===== src/adcsc_pkg.sv =====
// adcsc_pkg: constants, encodings and decode helpers of the sleep-aware
// converter controller.
// assumes every user writes adcsc_pkg::name, nothing is imported.
package adcsc_pkg;

    // result layout
    localparam int RES_W = 10;
    localparam int BYTE_W = 8;
    localparam int LEFT_PAD_W = 6;
    localparam logic [9:0] RESULT_RST = 10'h000;
    localparam logic [9:0] MID_CODE = 10'h200;
    localparam logic [3:0] MSB_IDX = 4'h9;

    // control reset values
    localparam logic [1:0] REF_RST = 2'h0;
    localparam logic [4:0] CHAN_RST = 5'h00;

    // conversion timing in converter clock cycles
    localparam logic [3:0] SAMPLE_CYC = 4'h2;
    localparam logic [3:0] FIRST_EXTRA_CYC = 4'hc;
    localparam int NORMAL_CONV_CYC = 13;
    localparam int FIRST_CONV_CYC = 25;

    // channel codes that select a differential pair
    localparam logic [4:0] MUX_DIFF_LO = 5'h08;
    localparam logic [4:0] MUX_DIFF_HI = 5'h1d;

    typedef enum logic [1:0]
    {
        REF_EXT_PIN = 2'b00,
        REF_ANALOG_SUPPLY = 2'b01,
        REF_INT_1V1 = 2'b10,
        REF_INT_2V56 = 2'b11
    } adcsc_ref_e;

    // sleep controller mode code, sampled together with the halt level
    typedef enum logic [2:0]
    {
        SLP_IDLE = 3'b000,
        SLP_NOISE_RED = 3'b001,
        SLP_POWER_DOWN = 3'b010,
        SLP_POWER_SAVE = 3'b011,
        SLP_STANDBY = 3'b110,
        SLP_EXT_STANDBY = 3'b111
    } adcsc_sleep_e;

    typedef enum logic [2:0]
    {
        ST_IDLE = 3'b000,
        ST_INIT = 3'b001,
        ST_SYNC = 3'b010,
        ST_SAMPLE = 3'b011,
        ST_CONVERT = 3'b100,
        ST_DONE = 3'b101
    } adcsc_state_e;

    // true for channel codes that route a differential pair
    function automatic logic adcsc_is_diff(input logic [4:0] sel);
        adcsc_is_diff = (sel >= MUX_DIFF_LO) && (sel <= MUX_DIFF_HI);
    endfunction : adcsc_is_diff

endpackage : adcsc_pkg


===== src/adcsc_conv_if.sv =====
// adcsc_conv_if: carrier between the sequencer, the successive
// approximation engine and the result formatter.
// assumes one clock and one active-low asynchronous reset for all ends.
`timescale 1ns/1ps
interface adcsc_conv_if (input wire logic mclk, input wire logic nrst);
    logic sar_start;
    logic sar_abort;
    logic sar_cmp;
    logic sar_done;
    logic [9:0] sar_trial;
    logic [9:0] sar_code;
    logic diff_sel;
    logic [9:0] mapped_code;
    logic [9:0] stored;
    logic left_adj;
    logic [7:0] low_byte;
    logic [7:0] high_byte;

    modport ctl (input mclk, nrst, sar_done, sar_trial, sar_code, mapped_code,
        low_byte, high_byte, output sar_start, sar_abort, sar_cmp, diff_sel,
        stored, left_adj);
    modport sar (input mclk, nrst, sar_start, sar_abort, sar_cmp,
        output sar_done, sar_trial, sar_code);
    modport fmt (input mclk, nrst, sar_code, diff_sel, stored, left_adj,
        output mapped_code, low_byte, high_byte);
endinterface : adcsc_conv_if


===== src/adcsc_sar.sv =====
// adcsc_sar: ten-step successive approximation, msb first.
// assumes the comparator answers within the same cycle as the trial code.
`timescale 1ns/1ps
module adcsc_sar (adcsc_conv_if.sar bus);

    logic [9:0] trial;
    logic [9:0] next_trial;
    logic [9:0] code;
    logic [9:0] next_code;
    logic [3:0] idx;
    logic [3:0] next_idx;
    logic busy;
    logic next_busy;

    // bit trials; comparator high means input is at or above the trial
    always_comb
    begin
        next_trial = trial;
        next_code = code;
        next_idx = idx;
        next_busy = busy;
        if (bus.sar_abort)
        begin
            next_busy = 1'b0;
            next_trial = adcsc_pkg::RESULT_RST;
        end
        else if (bus.sar_start)
        begin
            next_busy = 1'b1;
            next_trial = adcsc_pkg::MID_CODE;
            next_idx = adcsc_pkg::MSB_IDX;
        end
        else if (busy)
        begin
            next_trial[idx] = bus.sar_cmp;
            if (idx == 4'h0)
            begin
                next_busy = 1'b0;
                next_code = next_trial;
            end
            else
            begin
                next_idx = 4'(idx - 4'h1);
                next_trial[next_idx] = 1'b1;
            end
        end
    end

    always_ff @(posedge bus.mclk or negedge bus.nrst)
    begin
        if (!bus.nrst)
        begin
            trial <= 10'h000;
            code <= 10'h000;
            idx <= 4'h0;
            busy <= 1'b0;
        end
        else
        begin
            trial <= next_trial;
            code <= next_code;
            idx <= next_idx;
            busy <= next_busy;
        end
    end

    assign bus.sar_done = busy && (idx == 4'h0);
    assign bus.sar_trial = trial;
    assign bus.sar_code = code;
endmodule : adcsc_sar


===== src/adcsc_fmt.sv =====
// adcsc_fmt: maps the raw code to unsigned or two's complement and lays
// the stored result across the two result bytes.
// assumes the raw code is offset binary, mid code meaning zero difference.
`timescale 1ns/1ps
module adcsc_fmt (adcsc_conv_if.fmt bus);

    // offset binary to two's complement is an msb flip, so the range ends
    // saturate by construction
    always_comb
    begin
        bus.mapped_code = bus.sar_code;
        if (bus.diff_sel)
        begin
            bus.mapped_code = {~bus.sar_code[9], bus.sar_code[8:0]};
        end
    end

    // live justification, so the adjust control acts at once
    always_comb
    begin
        if (bus.left_adj)
        begin
            bus.high_byte = bus.stored[9:2];
            bus.low_byte = {bus.stored[1:0], {adcsc_pkg::LEFT_PAD_W{1'b0}}};
        end
        else
        begin
            bus.high_byte = {{adcsc_pkg::LEFT_PAD_W{1'b0}}, bus.stored[9:8]};
            bus.low_byte = bus.stored[7:0];
        end
    end
endmodule : adcsc_fmt


===== src/adcsc_top.sv =====
// adcsc_top: conversion sequencer with sleep-time start, done flag and
// result register of a 10-bit successive approximation converter.
// assumes control inputs are synchronous to mclk_i, which is the
// prescaled converter clock; the comparator answers combinationally.
`timescale 1ns/1ps

module adcsc_top
(
    // clock and reset
    input wire logic mclk_i,
    input wire logic nrst_i,
    // control bits written by software
    input wire logic conv_enable_i,
    input wire logic conv_start_we_i,
    input wire logic conv_start_wd_i,
    input wire logic single_mode_i,
    input wire logic conv_done_ie_i,
    input wire logic conv_done_clr_i,
    input wire logic result_left_adjust_i,
    input wire logic [1:0] reference_select_i,
    input wire logic [4:0] channel_gain_select_i,
    // sleep controller
    input wire logic cpu_halted_i,
    input wire logic [2:0] sleep_mode_i,
    // analog converter
    input wire logic cmp_i,
    output logic analog_on_o,
    output logic sample_o,
    output logic [9:0] dac_code_o,
    output logic [3:0] ref_route_o,
    output logic [4:0] chan_sel_o,
    // status and result
    output logic conv_start_o,
    output logic conv_done_flag_o,
    output logic conv_irq_o,
    output logic [7:0] result_low_byte_o,
    output logic [7:0] result_high_byte_o,
    output logic result_sign_bit_o
);

    adcsc_pkg::adcsc_state_e state;
    adcsc_pkg::adcsc_state_e next_state;
    logic [3:0] cnt;
    logic [3:0] next_cnt;
    logic first;
    logic next_first;
    logic en_q;
    logic halt_q;
    logic clk2;
    logic done_flag;
    logic next_done_flag;
    logic [9:0] result;
    logic [9:0] next_result;
    logic [1:0] ref_q;
    logic [1:0] next_ref;
    logic [4:0] chan_q;
    logic [4:0] next_chan;
    logic sw_start;
    logic sleep_qual;
    logic halt_rise;
    logic sleep_start;
    logic start_req;
    logic diff_now;

    adcsc_conv_if bus (.mclk(mclk_i), .nrst(nrst_i));

    adcsc_sar u_sar (.bus(bus.sar));
    adcsc_fmt u_fmt (.bus(bus.fmt));

    // start requests; a zero written to start is simply not a request
    always_comb
    begin
        sw_start = conv_start_we_i && conv_start_wd_i;
        sleep_qual = (sleep_mode_i == adcsc_pkg::SLP_NOISE_RED)
            || (sleep_mode_i == adcsc_pkg::SLP_IDLE);
        halt_rise = cpu_halted_i && !halt_q;
        sleep_start = halt_rise && sleep_qual && single_mode_i;
        start_req = conv_enable_i && (state == adcsc_pkg::ST_IDLE)
            && (sw_start || sleep_start);
        diff_now = adcsc_pkg::adcsc_is_diff(chan_q);
    end

    // sequencer; dropping the enable aborts whatever is running
    always_comb
    begin
        next_state = state;
        next_cnt = cnt;
        next_first = first;
        next_result = result;
        if (conv_enable_i && !en_q)
        begin
            next_first = 1'b1;
        end
        if (!conv_enable_i)
        begin
            next_state = adcsc_pkg::ST_IDLE;
            next_cnt = 4'h0;
        end
        else
        begin
            case (state)
                adcsc_pkg::ST_IDLE:
                begin
                    if (start_req)
                    begin
                        if (first || !en_q)
                        begin
                            next_state = adcsc_pkg::ST_INIT;
                            next_cnt = 4'(adcsc_pkg::FIRST_EXTRA_CYC - 4'h1);
                        end
                        else if (diff_now && clk2)
                        begin
                            next_state = adcsc_pkg::ST_SYNC;
                        end
                        else
                        begin
                            next_state = adcsc_pkg::ST_SAMPLE;
                            next_cnt = 4'(adcsc_pkg::SAMPLE_CYC - 4'h1);
                        end
                    end
                end
                adcsc_pkg::ST_INIT:
                begin
                    next_cnt = 4'(cnt - 4'h1);
                    if (cnt == 4'h0)
                    begin
                        next_first = 1'b0;
                        next_state = adcsc_pkg::ST_SAMPLE;
                        next_cnt = 4'(adcsc_pkg::SAMPLE_CYC - 4'h1);
                    end
                end
                adcsc_pkg::ST_SYNC:
                begin
                    // differential sampling waits so that it opens in the high half-rate phase
                    next_state = adcsc_pkg::ST_SAMPLE;
                    next_cnt = 4'(adcsc_pkg::SAMPLE_CYC - 4'h1);
                end
                adcsc_pkg::ST_SAMPLE:
                begin
                    next_cnt = 4'(cnt - 4'h1);
                    if (cnt == 4'h0)
                    begin
                        next_state = adcsc_pkg::ST_CONVERT;
                    end
                end
                adcsc_pkg::ST_CONVERT:
                begin
                    if (bus.sar_done)
                    begin
                        next_state = adcsc_pkg::ST_DONE;
                    end
                end
                adcsc_pkg::ST_DONE:
                begin
                    next_result = bus.mapped_code;
                    next_state = adcsc_pkg::ST_IDLE;
                end
                default:
                begin
                    next_state = adcsc_pkg::ST_IDLE;
                end
            endcase
        end
    end

    // done flag: completion wins over a clear in the same cycle, and it is
    // raised whether or not the cpu already woke for something else
    always_comb
    begin
        next_done_flag = done_flag && !conv_done_clr_i;
        if (state == adcsc_pkg::ST_DONE && conv_enable_i)
        begin
            next_done_flag = 1'b1;
        end
    end

    // selections track software until a conversion locks them, and resume
    // tracking in the completing cycle
    always_comb
    begin
        next_ref = ref_q;
        next_chan = chan_q;
        if (state == adcsc_pkg::ST_IDLE || state == adcsc_pkg::ST_DONE)
        begin
            if (!start_req || state == adcsc_pkg::ST_DONE)
            begin
                next_ref = reference_select_i;
                next_chan = channel_gain_select_i;
            end
        end
    end

    always_ff @(posedge mclk_i or negedge nrst_i)
    begin
        if (!nrst_i)
        begin
            state <= adcsc_pkg::ST_IDLE;
            cnt <= 4'h0;
            first <= 1'b1;
            en_q <= 1'b0;
            halt_q <= 1'b0;
            clk2 <= 1'b0;
            done_flag <= 1'b0;
            result <= adcsc_pkg::RESULT_RST;
            ref_q <= adcsc_pkg::REF_RST;
            chan_q <= adcsc_pkg::CHAN_RST;
        end
        else
        begin
            state <= next_state;
            cnt <= next_cnt;
            first <= next_first;
            en_q <= conv_enable_i;
            halt_q <= cpu_halted_i;
            clk2 <= ~clk2;
            done_flag <= next_done_flag;
            result <= next_result;
            ref_q <= next_ref;
            chan_q <= next_chan;
        end
    end

    // reference routing, one switch per source
    always_comb
    begin
        case (adcsc_pkg::adcsc_ref_e'(ref_q))
            adcsc_pkg::REF_EXT_PIN: ref_route_o = 4'h1;
            adcsc_pkg::REF_ANALOG_SUPPLY: ref_route_o = 4'h2;
            adcsc_pkg::REF_INT_1V1: ref_route_o = 4'h4;
            adcsc_pkg::REF_INT_2V56: ref_route_o = 4'h8;
            default: ref_route_o = 4'h1;
        endcase
    end

    // engine and formatter hookup
    assign bus.sar_start = (state == adcsc_pkg::ST_SAMPLE) && (cnt == 4'h0);
    assign bus.sar_abort = !conv_enable_i;
    assign bus.sar_cmp = cmp_i;
    assign bus.diff_sel = diff_now;
    assign bus.stored = result;
    assign bus.left_adj = result_left_adjust_i;

    // outputs; power follows the enable only, never the sleep state
    assign analog_on_o = conv_enable_i;
    assign sample_o = (state == adcsc_pkg::ST_SAMPLE);
    assign dac_code_o = bus.sar_trial;
    assign chan_sel_o = chan_q;
    assign conv_start_o = (state != adcsc_pkg::ST_IDLE);
    assign conv_done_flag_o = done_flag;
    assign conv_irq_o = done_flag && conv_done_ie_i;
    assign result_low_byte_o = bus.low_byte;
    assign result_high_byte_o = bus.high_byte;
    assign result_sign_bit_o = result[9];
endmodule : adcsc_top


===== config.mk =====
export PLATFORM = sky130hd
export DESIGN_NAME = adcsc_top
export DESIGN_NICKNAME = d
export VERILOG_FILES = /design/src/adcsc_pkg.sv /design/src/adcsc_conv_if.sv /design/src/adcsc_sar.sv /design/src/adcsc_fmt.sv /design/src/adcsc_top.sv
export SDC_FILE = /design/constraint.sdc
export NUM_CORES = 1
export LEC_CHECK = 0
export ABC_AREA = 0
export ABC_CLOCK_PERIOD_IN_PS = 2029
export BUFFER_PORTS_ARGS = -buffer_cell sky130_fd_sc_hd__buf_4
export CAP_MARGIN = 10
export CORE_MARGIN = 1
export CORE_UTILIZATION = 35
export CTS_CLUSTER_SIZE = 16
export DETAILED_ROUTE_END_ITERATION = 8
export PLACE_DENSITY_LB_ADDON = 0.1
export SYNTH_ARGS = -nofsm -noshare
export SYNTH_HDL_FRONTEND = slang
export SYNTH_SLANG_ARGS = --single-unit

===== constraint.sdc =====
create_clock -name mclk_i -period 2.03 [get_ports mclk_i]
set_input_delay 0.203 -clock mclk_i [delete_from_list [all_inputs] [get_ports mclk_i]]
set_output_delay 0.203 -clock mclk_i [all_outputs]
set_load 0.03 [all_outputs]

==> run summary, run 1 <==
- 0 — number of buffers inserted by post-CTS setup repair
- 34.8 ps — worst slack at placement
- 30.1% — fraction of final layout cells sized beyond drive strength 1
- 0 — total inserted antenna cells
- 2.57 mW — Cell Int Power
- 3930 microns — detailed-route wire length on metal 1
- 5 — CTS buffer count
- sky130_fd_sc_hd__dfrtp_1 — most used flip-flop cell after synthesis
- 15.5 microns — detail-routed net length per standard cell
- 100 — DR iter-0 viols
- 2716 — total vias in the final route
- 12700 microns — global-route wire length before repair
- 4.66 mW — PnR Total Power
- 227 microns — detailed route wirelength on metal3
- 98.7 microns — Die H
- 1950 ps — final worst path period need
- 13.7 ps — Layout Skew
- 0 — total of warnings raised by yosys
- finished, final reports clean — status
- 0 — number of antenna violations at the first check in global routing
- 51.2% — part of the total power dissipated in combinational logic
- 5610 microns — detailed-placement wirelength estimate
- built — TritonCTS clock tree
- 0 — setup violators final
- 4 — length of the first detailed-routing pass in iterations
- 16.2% — gr usage total
- in -> reg — worst min-delay path category
- 0 — count of unresolved DRC violations after routing
- 54 — # clock sinks
- 2 — Max clock buf depth
- 36.8% — initial core utilization
- 3520 microns — routed wl met2
- 0 — max-cap violations
- 54 — number of storage elements in the synthesis netlist
- 63 — number of library cell types mapped by synthesis
- 0.000626 V — largest voltage drop on the vdd net
- 1180 mW/mm^2 — Power Density
- 0 ps — setup total negative slack
- 0 — remaining antenna violation count
- reg -> out — path type of the worst setup path
- 55 — pin count of the biggest net entering global routing
- 34.8% — Seq pwr share
- 95.8% — Final period util
- 310 ps — clk_lat worst skew
- 84.3 ps — least setup slack across all paths after layout
- 53.6% — Max-slew headroom
- 0.00328 sq mm — post-synthesis cell area
- 1740 ps — arrival time worst endpoint
- 490 — post-placement cell count
- met4 — highest metal used
- 0.832 — Placer Congestion
- no — setup repair after global routing missed its margin
- 7760 microns — total detailed-routing wirelength
- 0.00380 sq mm — Placed Instance Area
- 696 ps — transition time of the tightest slew-check pin
- 2516 — number of global-route vias before repair
- 62 — ports placed on the boundary
- sky130_fd_sc_hd__buf_4 — commonest non-fill, non-tap cell in the layout
- 100% — fraction of registers with async set/reset
- 60 — Port Buf Inserts
- 44.8% — Sw Share
- 514 MHz — maximum clock frequency
- 1830 ps — endpoint required time on the critical path
- 110 ps — clock transition at the register clock pins on the worst setup and hold paths after CTS
- 0 — endpoints failing hold
- 2 — H-tree depth reported by CTS
- primary output — Crit. End Element
- 500 — non-filler cells in the finished layout
- 74 x sky130_fd_sc_hd__buf_4, 52 x sky130_fd_sc_hd__dfrtp_1, 23 x sky130_fd_sc_hd__nand2_1, 22 x sky130_fd_sc_hd__inv_1, 20 x sky130_fd_sc_hd__o21ai_0 — most frequent cells in the layout
- 418 — nets
- 0 — global route total overflow
- 20.1% — layout-stage area growth over the synthesis result
- 1.87 nW — reported leakage power
- 0.00889 sq mm — area inside the core boundary
- 41.3% — sequential-to-total area share from yosys stat
- 0.00393 sq mm — Final Instance Area
- 0 — max-slew violation total from the final report
- 98.7 microns — Chip Width
- sky130_fd_sc_hd__clkbuf_8 — master cell of the clock root buffer
- 2.09 mW — reported net switching power
- flop — startpoint type of the worst setup path
- 11 — Max FO, Critical Path
- 14.0% — fraction of power consumed by the clock network
- 0.00975 sq mm — Die ar.
- 9.87 sq um — average instance area after synthesis
- 100 ps — worst reg-to-reg setup slack
- 34 — # rows
- 332 — cell count after synthesis
- 0 — Post-synth EDFFs
- 5.43 — number of vias per cell
- 359 — synthesized net count
[power by group through the flow]
stage	Clock, mW	Combinational, mW	Sequential [mW]
floorplan	0	1.64	1.67
global placement	0	2.33	1.63
detailed placement	0	2.35	1.63
CTS	0.687	2.36	1.61
global route	0.721	2.61	1.67
finish	0.650	2.39	1.62
[kinds of logic after synthesis]
| family | synth area share (%) |
|---|---|
| simple gates | 17.9 |
| xor+xnor | 0.267 |
| flops | 41.3 |
| compound gates | 20.4 |
| mux | 10.3 |
| fa+ha+maj | 2.29 |
| buf+inv | 7.52 |
[stage by stage]
| stage | utilization [%] | hold WS [ps] |
|---|---|---|
| floorplan | - | -92.6 |
| global placement | 42.8 | 305 |
| detailed placement | 42.8 | 313 |
| CTS | 44.1 | 50.2 |
| global route | 44.2 | 47.3 |
| finish | 44.2 | 69.3 |
[Yosys cell counts, types with 5 or more instances]
| cell type | instances | area (sq um) |
|---|---|---|
| sky130_fd_sc_hd__nand3_1 | 7 | 35.0 |
| sky130_fd_sc_hd__buf_2 | 5 | 25.0 |
| sky130_fd_sc_hd__nand2_1 | 23 | 86.3 |
| sky130_fd_sc_hd__o22ai_1 | 8 | 50.1 |
| sky130_fd_sc_hd__and2_1 | 8 | 50.1 |
| sky130_fd_sc_hd__ha_1 | 6 | 75.1 |
| sky130_fd_sc_hd__nor2_1 | 13 | 48.8 |
| sky130_fd_sc_hd__a211oi_1 | 7 | 52.6 |
| sky130_fd_sc_hd__a21oi_1 | 10 | 50.1 |
| sky130_fd_sc_hd__nor2b_1 | 9 | 56.3 |
| sky130_fd_sc_hd__o21ai_0 | 21 | 105 |
| sky130_fd_sc_hd__nor3_1 | 16 | 80.1 |
| sky130_fd_sc_hd__o2bb2ai_1 | 5 | 43.8 |
| sky130_fd_sc_hd__clkbuf_1 | 10 | 37.5 |
| sky130_fd_sc_hd__mux2_2 | 18 | 203 |
| sky130_fd_sc_hd__a22o_1 | 7 | 61.3 |
| sky130_fd_sc_hd__inv_1 | 22 | 82.6 |
| sky130_fd_sc_hd__dfrtp_1 | 53 | 1330 |
| sky130_fd_sc_hd__mux2i_1 | 12 | 120 |
[what timing repair did]
item                       in CTS  in global routing
hold buffers                    2                  0
resized for setup               0                  5
hold endpoints to repair       54                  0
setup endpoints to repair       0                 22
[per-layer routing]
layer | vias to the layer above | GRT usage (%)
li1 | 1331 | -
met1 | 1321 | 23.3
met2 | 59 | 25.9
met3 | 5 | 2.20
met4 | 0 | 3.90
met5 | - | 0
[critical path, stage by stage (launching register included)]
cell and delay [ps]:
sky130_fd_sc_hd__dfrtp_1 480, sky130_fd_sc_hd__buf_4 210, sky130_fd_sc_hd__or3_1 500, sky130_fd_sc_hd__buf_4 230
[path summary, 6_finish.rpt]
path	start	end	depth (start not counted)
max reg2reg	cnt[0]$_DFFE_PN0P_	u_sar.bus.sar_trial[2]$_DFFE_PN0P_	6
max in group asynchronous	nrst_i	u_sar.idx[0]$_DFFE_PN0P_	2
min in group asynchronous	nrst_i	bus.stored[6]$_DFFE_PN0P_	2
min	conv_done_clr_i	conv_done_flag_o$_DFF_PN0_	2
min reg2reg	clk2$_DFF_PN0_	clk2$_DFF_PN0_	1
max	state[1]$_DFFE_PN0P_	conv_start_o	3
[flip-flops by register name (all words and copies together) (netlist names), 2 cells and up]
signal	count
bus.stored	10
chan_sel_o	5
cnt	4
ref_q	2
state	3
u_sar.bus.sar_code	10
u_sar.bus.sar_trial	10
u_sar.idx	4
[final cells by class]
cell class	instances	area [sq um]
clock buffer	5	68.8
clock inverter	3	28.8
fill	891	4960
inverter	22	82.6
multi-input combinational	232	1690
sequential	54	1350
tap	108	135
timing repair buffer	76	576
No activity file was read; power rests on OpenSTA's default activity.
==> run 2: changes to the inputs <==
--- a/config.mk
+++ b/config.mk
@@ -10,4 +10,5 @@
 export BUFFER_PORTS_ARGS = -buffer_cell sky130_fd_sc_hd__buf_4
 export CAP_MARGIN = 10
+export CORE_ASPECT_RATIO = 0.9
 export CORE_MARGIN = 1
 export CORE_UTILIZATION = 35
==> constraint.sdc (replaced) <==
create_clock -name mclk_i -period 2.03 [get_ports mclk_i]
set_input_delay 0.203 -clock mclk_i [delete_from_list [all_inputs] [get_ports mclk_i]]
set_output_delay 0.203 -clock mclk_i [all_outputs]
set_load 0.01 [all_outputs]
==> run 2 against run 1 <==
Net effect:
- clock-buffer cell count unchanged
- via count is 0.85% lower
- sequential share of layout area down 0.20 points
- core utilization fell by 0.73 points
- clock power up 0.6%
- global-route usage up 0.56 points
- largest power group unchanged
==> run summary, run 2 (synthesis results as in run 1) <==
- 106 — DR iter-0 viols, was 100
- 55 — pin count of the biggest net entering global routing, unchanged
- 1950 ps — final worst path period need, about the same
- 104 microns — Chip Width, was 98.7 microns
- 0 — count of unresolved DRC violations after routing, unchanged
- 5590 microns — detailed-placement wirelength estimate, was 5610 microns
- 5 — CTS buffer count, unchanged
- 0 ps — setup total negative slack, unchanged
- 0.776 — Placer Congestion, was 0.832
- flop — startpoint type of the worst setup path, unchanged
- reg -> out — path type of the worst setup path, unchanged
- sky130_fd_sc_hd__clkbuf_8 — master cell of the clock root buffer, unchanged
- sky130_fd_sc_hd__buf_4 — most frequent cell on the critical path, unchanged
- 29.8% — fraction of final layout cells sized beyond drive strength 1, was 30.1%
- 9 — Max FO, Critical Path, was 11
- finished, final reports clean — status, unchanged
- state[1]$_DFFE_PN0P_ — worst setup path startpoint, unchanged
- 13100 microns — global-route wire length before repair, was 12700 microns
- 0.00382 sq mm — Placed Instance Area, was 0.00380 sq mm
- 0 — setup violators final, unchanged
- 0.00395 sq mm — Final Instance Area, was 0.00393 sq mm
- in -> reg — worst min-delay path category, unchanged
- 68.6 ps — worst hold slack after final layout, was 69.3 ps
- 77.5 ps — least setup slack across all paths after layout, was 84.3 ps
- 0 — total inserted antenna cells, unchanged
- 54 — # clock sinks, unchanged
- 25.4% — met2 demand-to-capacity share in global routing, was 25.9%
- 1.87 nW — reported leakage power, about the same
- 0.000676 V — largest voltage drop on the vdd net, was 0.000626 V
- 0.00975 sq mm — Die ar., about the same
- 36.1% — initial core utilization, was 36.8%
- 4 — length of the first detailed-routing pass in iterations, unchanged
- 716 ps — transition time of the tightest slew-check pin, was 696 ps
- 110 ps — clock transition at the register clock pins on the worst setup and hold paths after CTS, about the same
- sky130_fd_sc_hd__or3_1 — slowest cell on the critical path, unchanged
- 2.98% — GR Util met3, was 2.20%
- 4.43 mW — PnR Total Power, was 4.66 mW
- 60 — Port Buf Inserts, unchanged
- 33 — # rows, was 34
- 0.00908 sq mm — area inside the core boundary, was 0.00889 sq mm
- 0 — global route total overflow, unchanged
- 1750 ps — arrival time worst endpoint, was 1740 ps
- 62 — ports placed on the boundary, unchanged
- 96.2% — Final period util, was 95.8%
- 5.23 — number of vias per cell, was 5.43
- 7920 microns — total detailed-routing wirelength, was 7760 microns
- 43.5% — core utilization of the finished layout, was 44.2%
- 38.6 ps — worst slack at placement, was 34.8 ps
- 0 — endpoints failing hold, unchanged
- 2538 — number of global-route vias before repair, was 2516
- 504 — post-placement cell count, was 490
- 0 — remaining antenna violation count, unchanged
- buf_4, or3_1, buf_4 — Critical Path, Cell by Cell, unchanged
- 2 — H-tree depth reported by CTS, unchanged
- 512 MHz — maximum clock frequency, was 514 MHz
- no — setup repair after global routing missed its margin, unchanged
- sky130_fd_sc_hd__buf_4 — commonest non-fill, non-tap cell in the layout, unchanged
- 0 — max-cap violations, unchanged
- 15.4 microns — detail-routed net length per standard cell, was 15.5 microns
- 0 — max-slew violation total from the final report, unchanged
- 510 ps — Largest stage delay, worst path, was 500 ps
- 1830 ps — endpoint required time on the critical path, about the same
- 419 — nets, was 418
- conv_done_clr_i — min-delay src, unchanged
- cnt[0]$_DFFE_PN0P_ — start of the worst register-to-register path, unchanged
- 2693 — total vias in the final route, was 2716
- 9.88 ps — Layout Skew, was 13.7 ps
- 52.3% — Max-slew headroom, was 53.6%
- 75 x sky130_fd_sc_hd__buf_4, 53 x sky130_fd_sc_hd__dfrtp_1, 23 x sky130_fd_sc_hd__nand2_1, 22 x sky130_fd_sc_hd__inv_1, 21 x sky130_fd_sc_hd__o21ai_0 — most frequent cells in the layout, was 74 x sky130_fd_sc_hd__buf_4, 52 x sky130_fd_sc_hd__dfrtp_1, 23 x sky130_fd_sc_hd__nand2_1, 22 x sky130_fd_sc_hd__inv_1, 20 x sky130_fd_sc_hd__o21ai_0
- primary output — Crit. End Element, unchanged
- 24.7% — met1 Use GR, was 23.3%
- built — TritonCTS clock tree, unchanged
- 320 ps — clk_lat worst skew, was 310 ps
- 93.8 microns — Die H, was 98.7 microns
- 515 — non-filler cells in the finished layout, was 500
- 2 — Max clock buf depth, unchanged
- 0 — number of antenna violations at the first check in global routing, unchanged
- 20.6% — layout-stage area growth over the synthesis result, was 20.1%
- met2 — GR peak layer, unchanged
- 1120 mW/mm^2 — Power Density, was 1180 mW/mm^2
- 16.8% — gr usage total, was 16.2%
-- run 2: where the power goes --
part           internal [mW]  switching [mW]  total [mW]  leakage, nW
Combinational           1.00            1.16        2.17         1.12
Clock                  0.255           0.398       0.654       0.0491
Sequential              1.30           0.313        1.62        0.705
-- run 2: final timing paths --
kind	endpoint	slack [ps]	cells past startpoint
setup / recovery	conv_start_o	80	3
hold / removal	conv_done_flag_o$_DFF_PN0_	70	2
setup reg to reg	u_sar.bus.sar_trial[6]$_DFFE_PN0P_	110	6
hold reg to reg	clk2$_DFF_PN0_	430	1
max in group asynchronous	cnt[3]$_DFFE_PN0P_	1070	2
min in group asynchronous	bus.stored[5]$_DFFE_PN0P_	460	2
-- run 2: cell type report --
cell class	instances	area, sq um
fill	919	5130
multi-input combinational	232	1690
sequential	54	1350
timing repair buffer	77	583
tap	122	153
inverter	22	82.6
clock buffer	5	68.8
clock inverter	3	26.3
-- run 2: metal layers --
metal / vias up / share of wire (%)
met1: 1308 / 53
met5: - / 0
met4: 0 / 0.72
met3: 5 / 3.5
met2: 54 / 43
li1: 1326 / -
-- run 2: timing repair --
action                                 CTS  global route
endpoints found under the hold margin   54             0
setup buffers                            0             1
gates resized for setup                  0             2
hold buffers                             2             0
setup endpoints to repair                0            20
-- run 2: critical path: cells and delay by family (launching register included) --
kind                   cells  cell delay, ps
buffers and inverters      2             410
and+or+nand+nor            1             510
DFF                        1             500
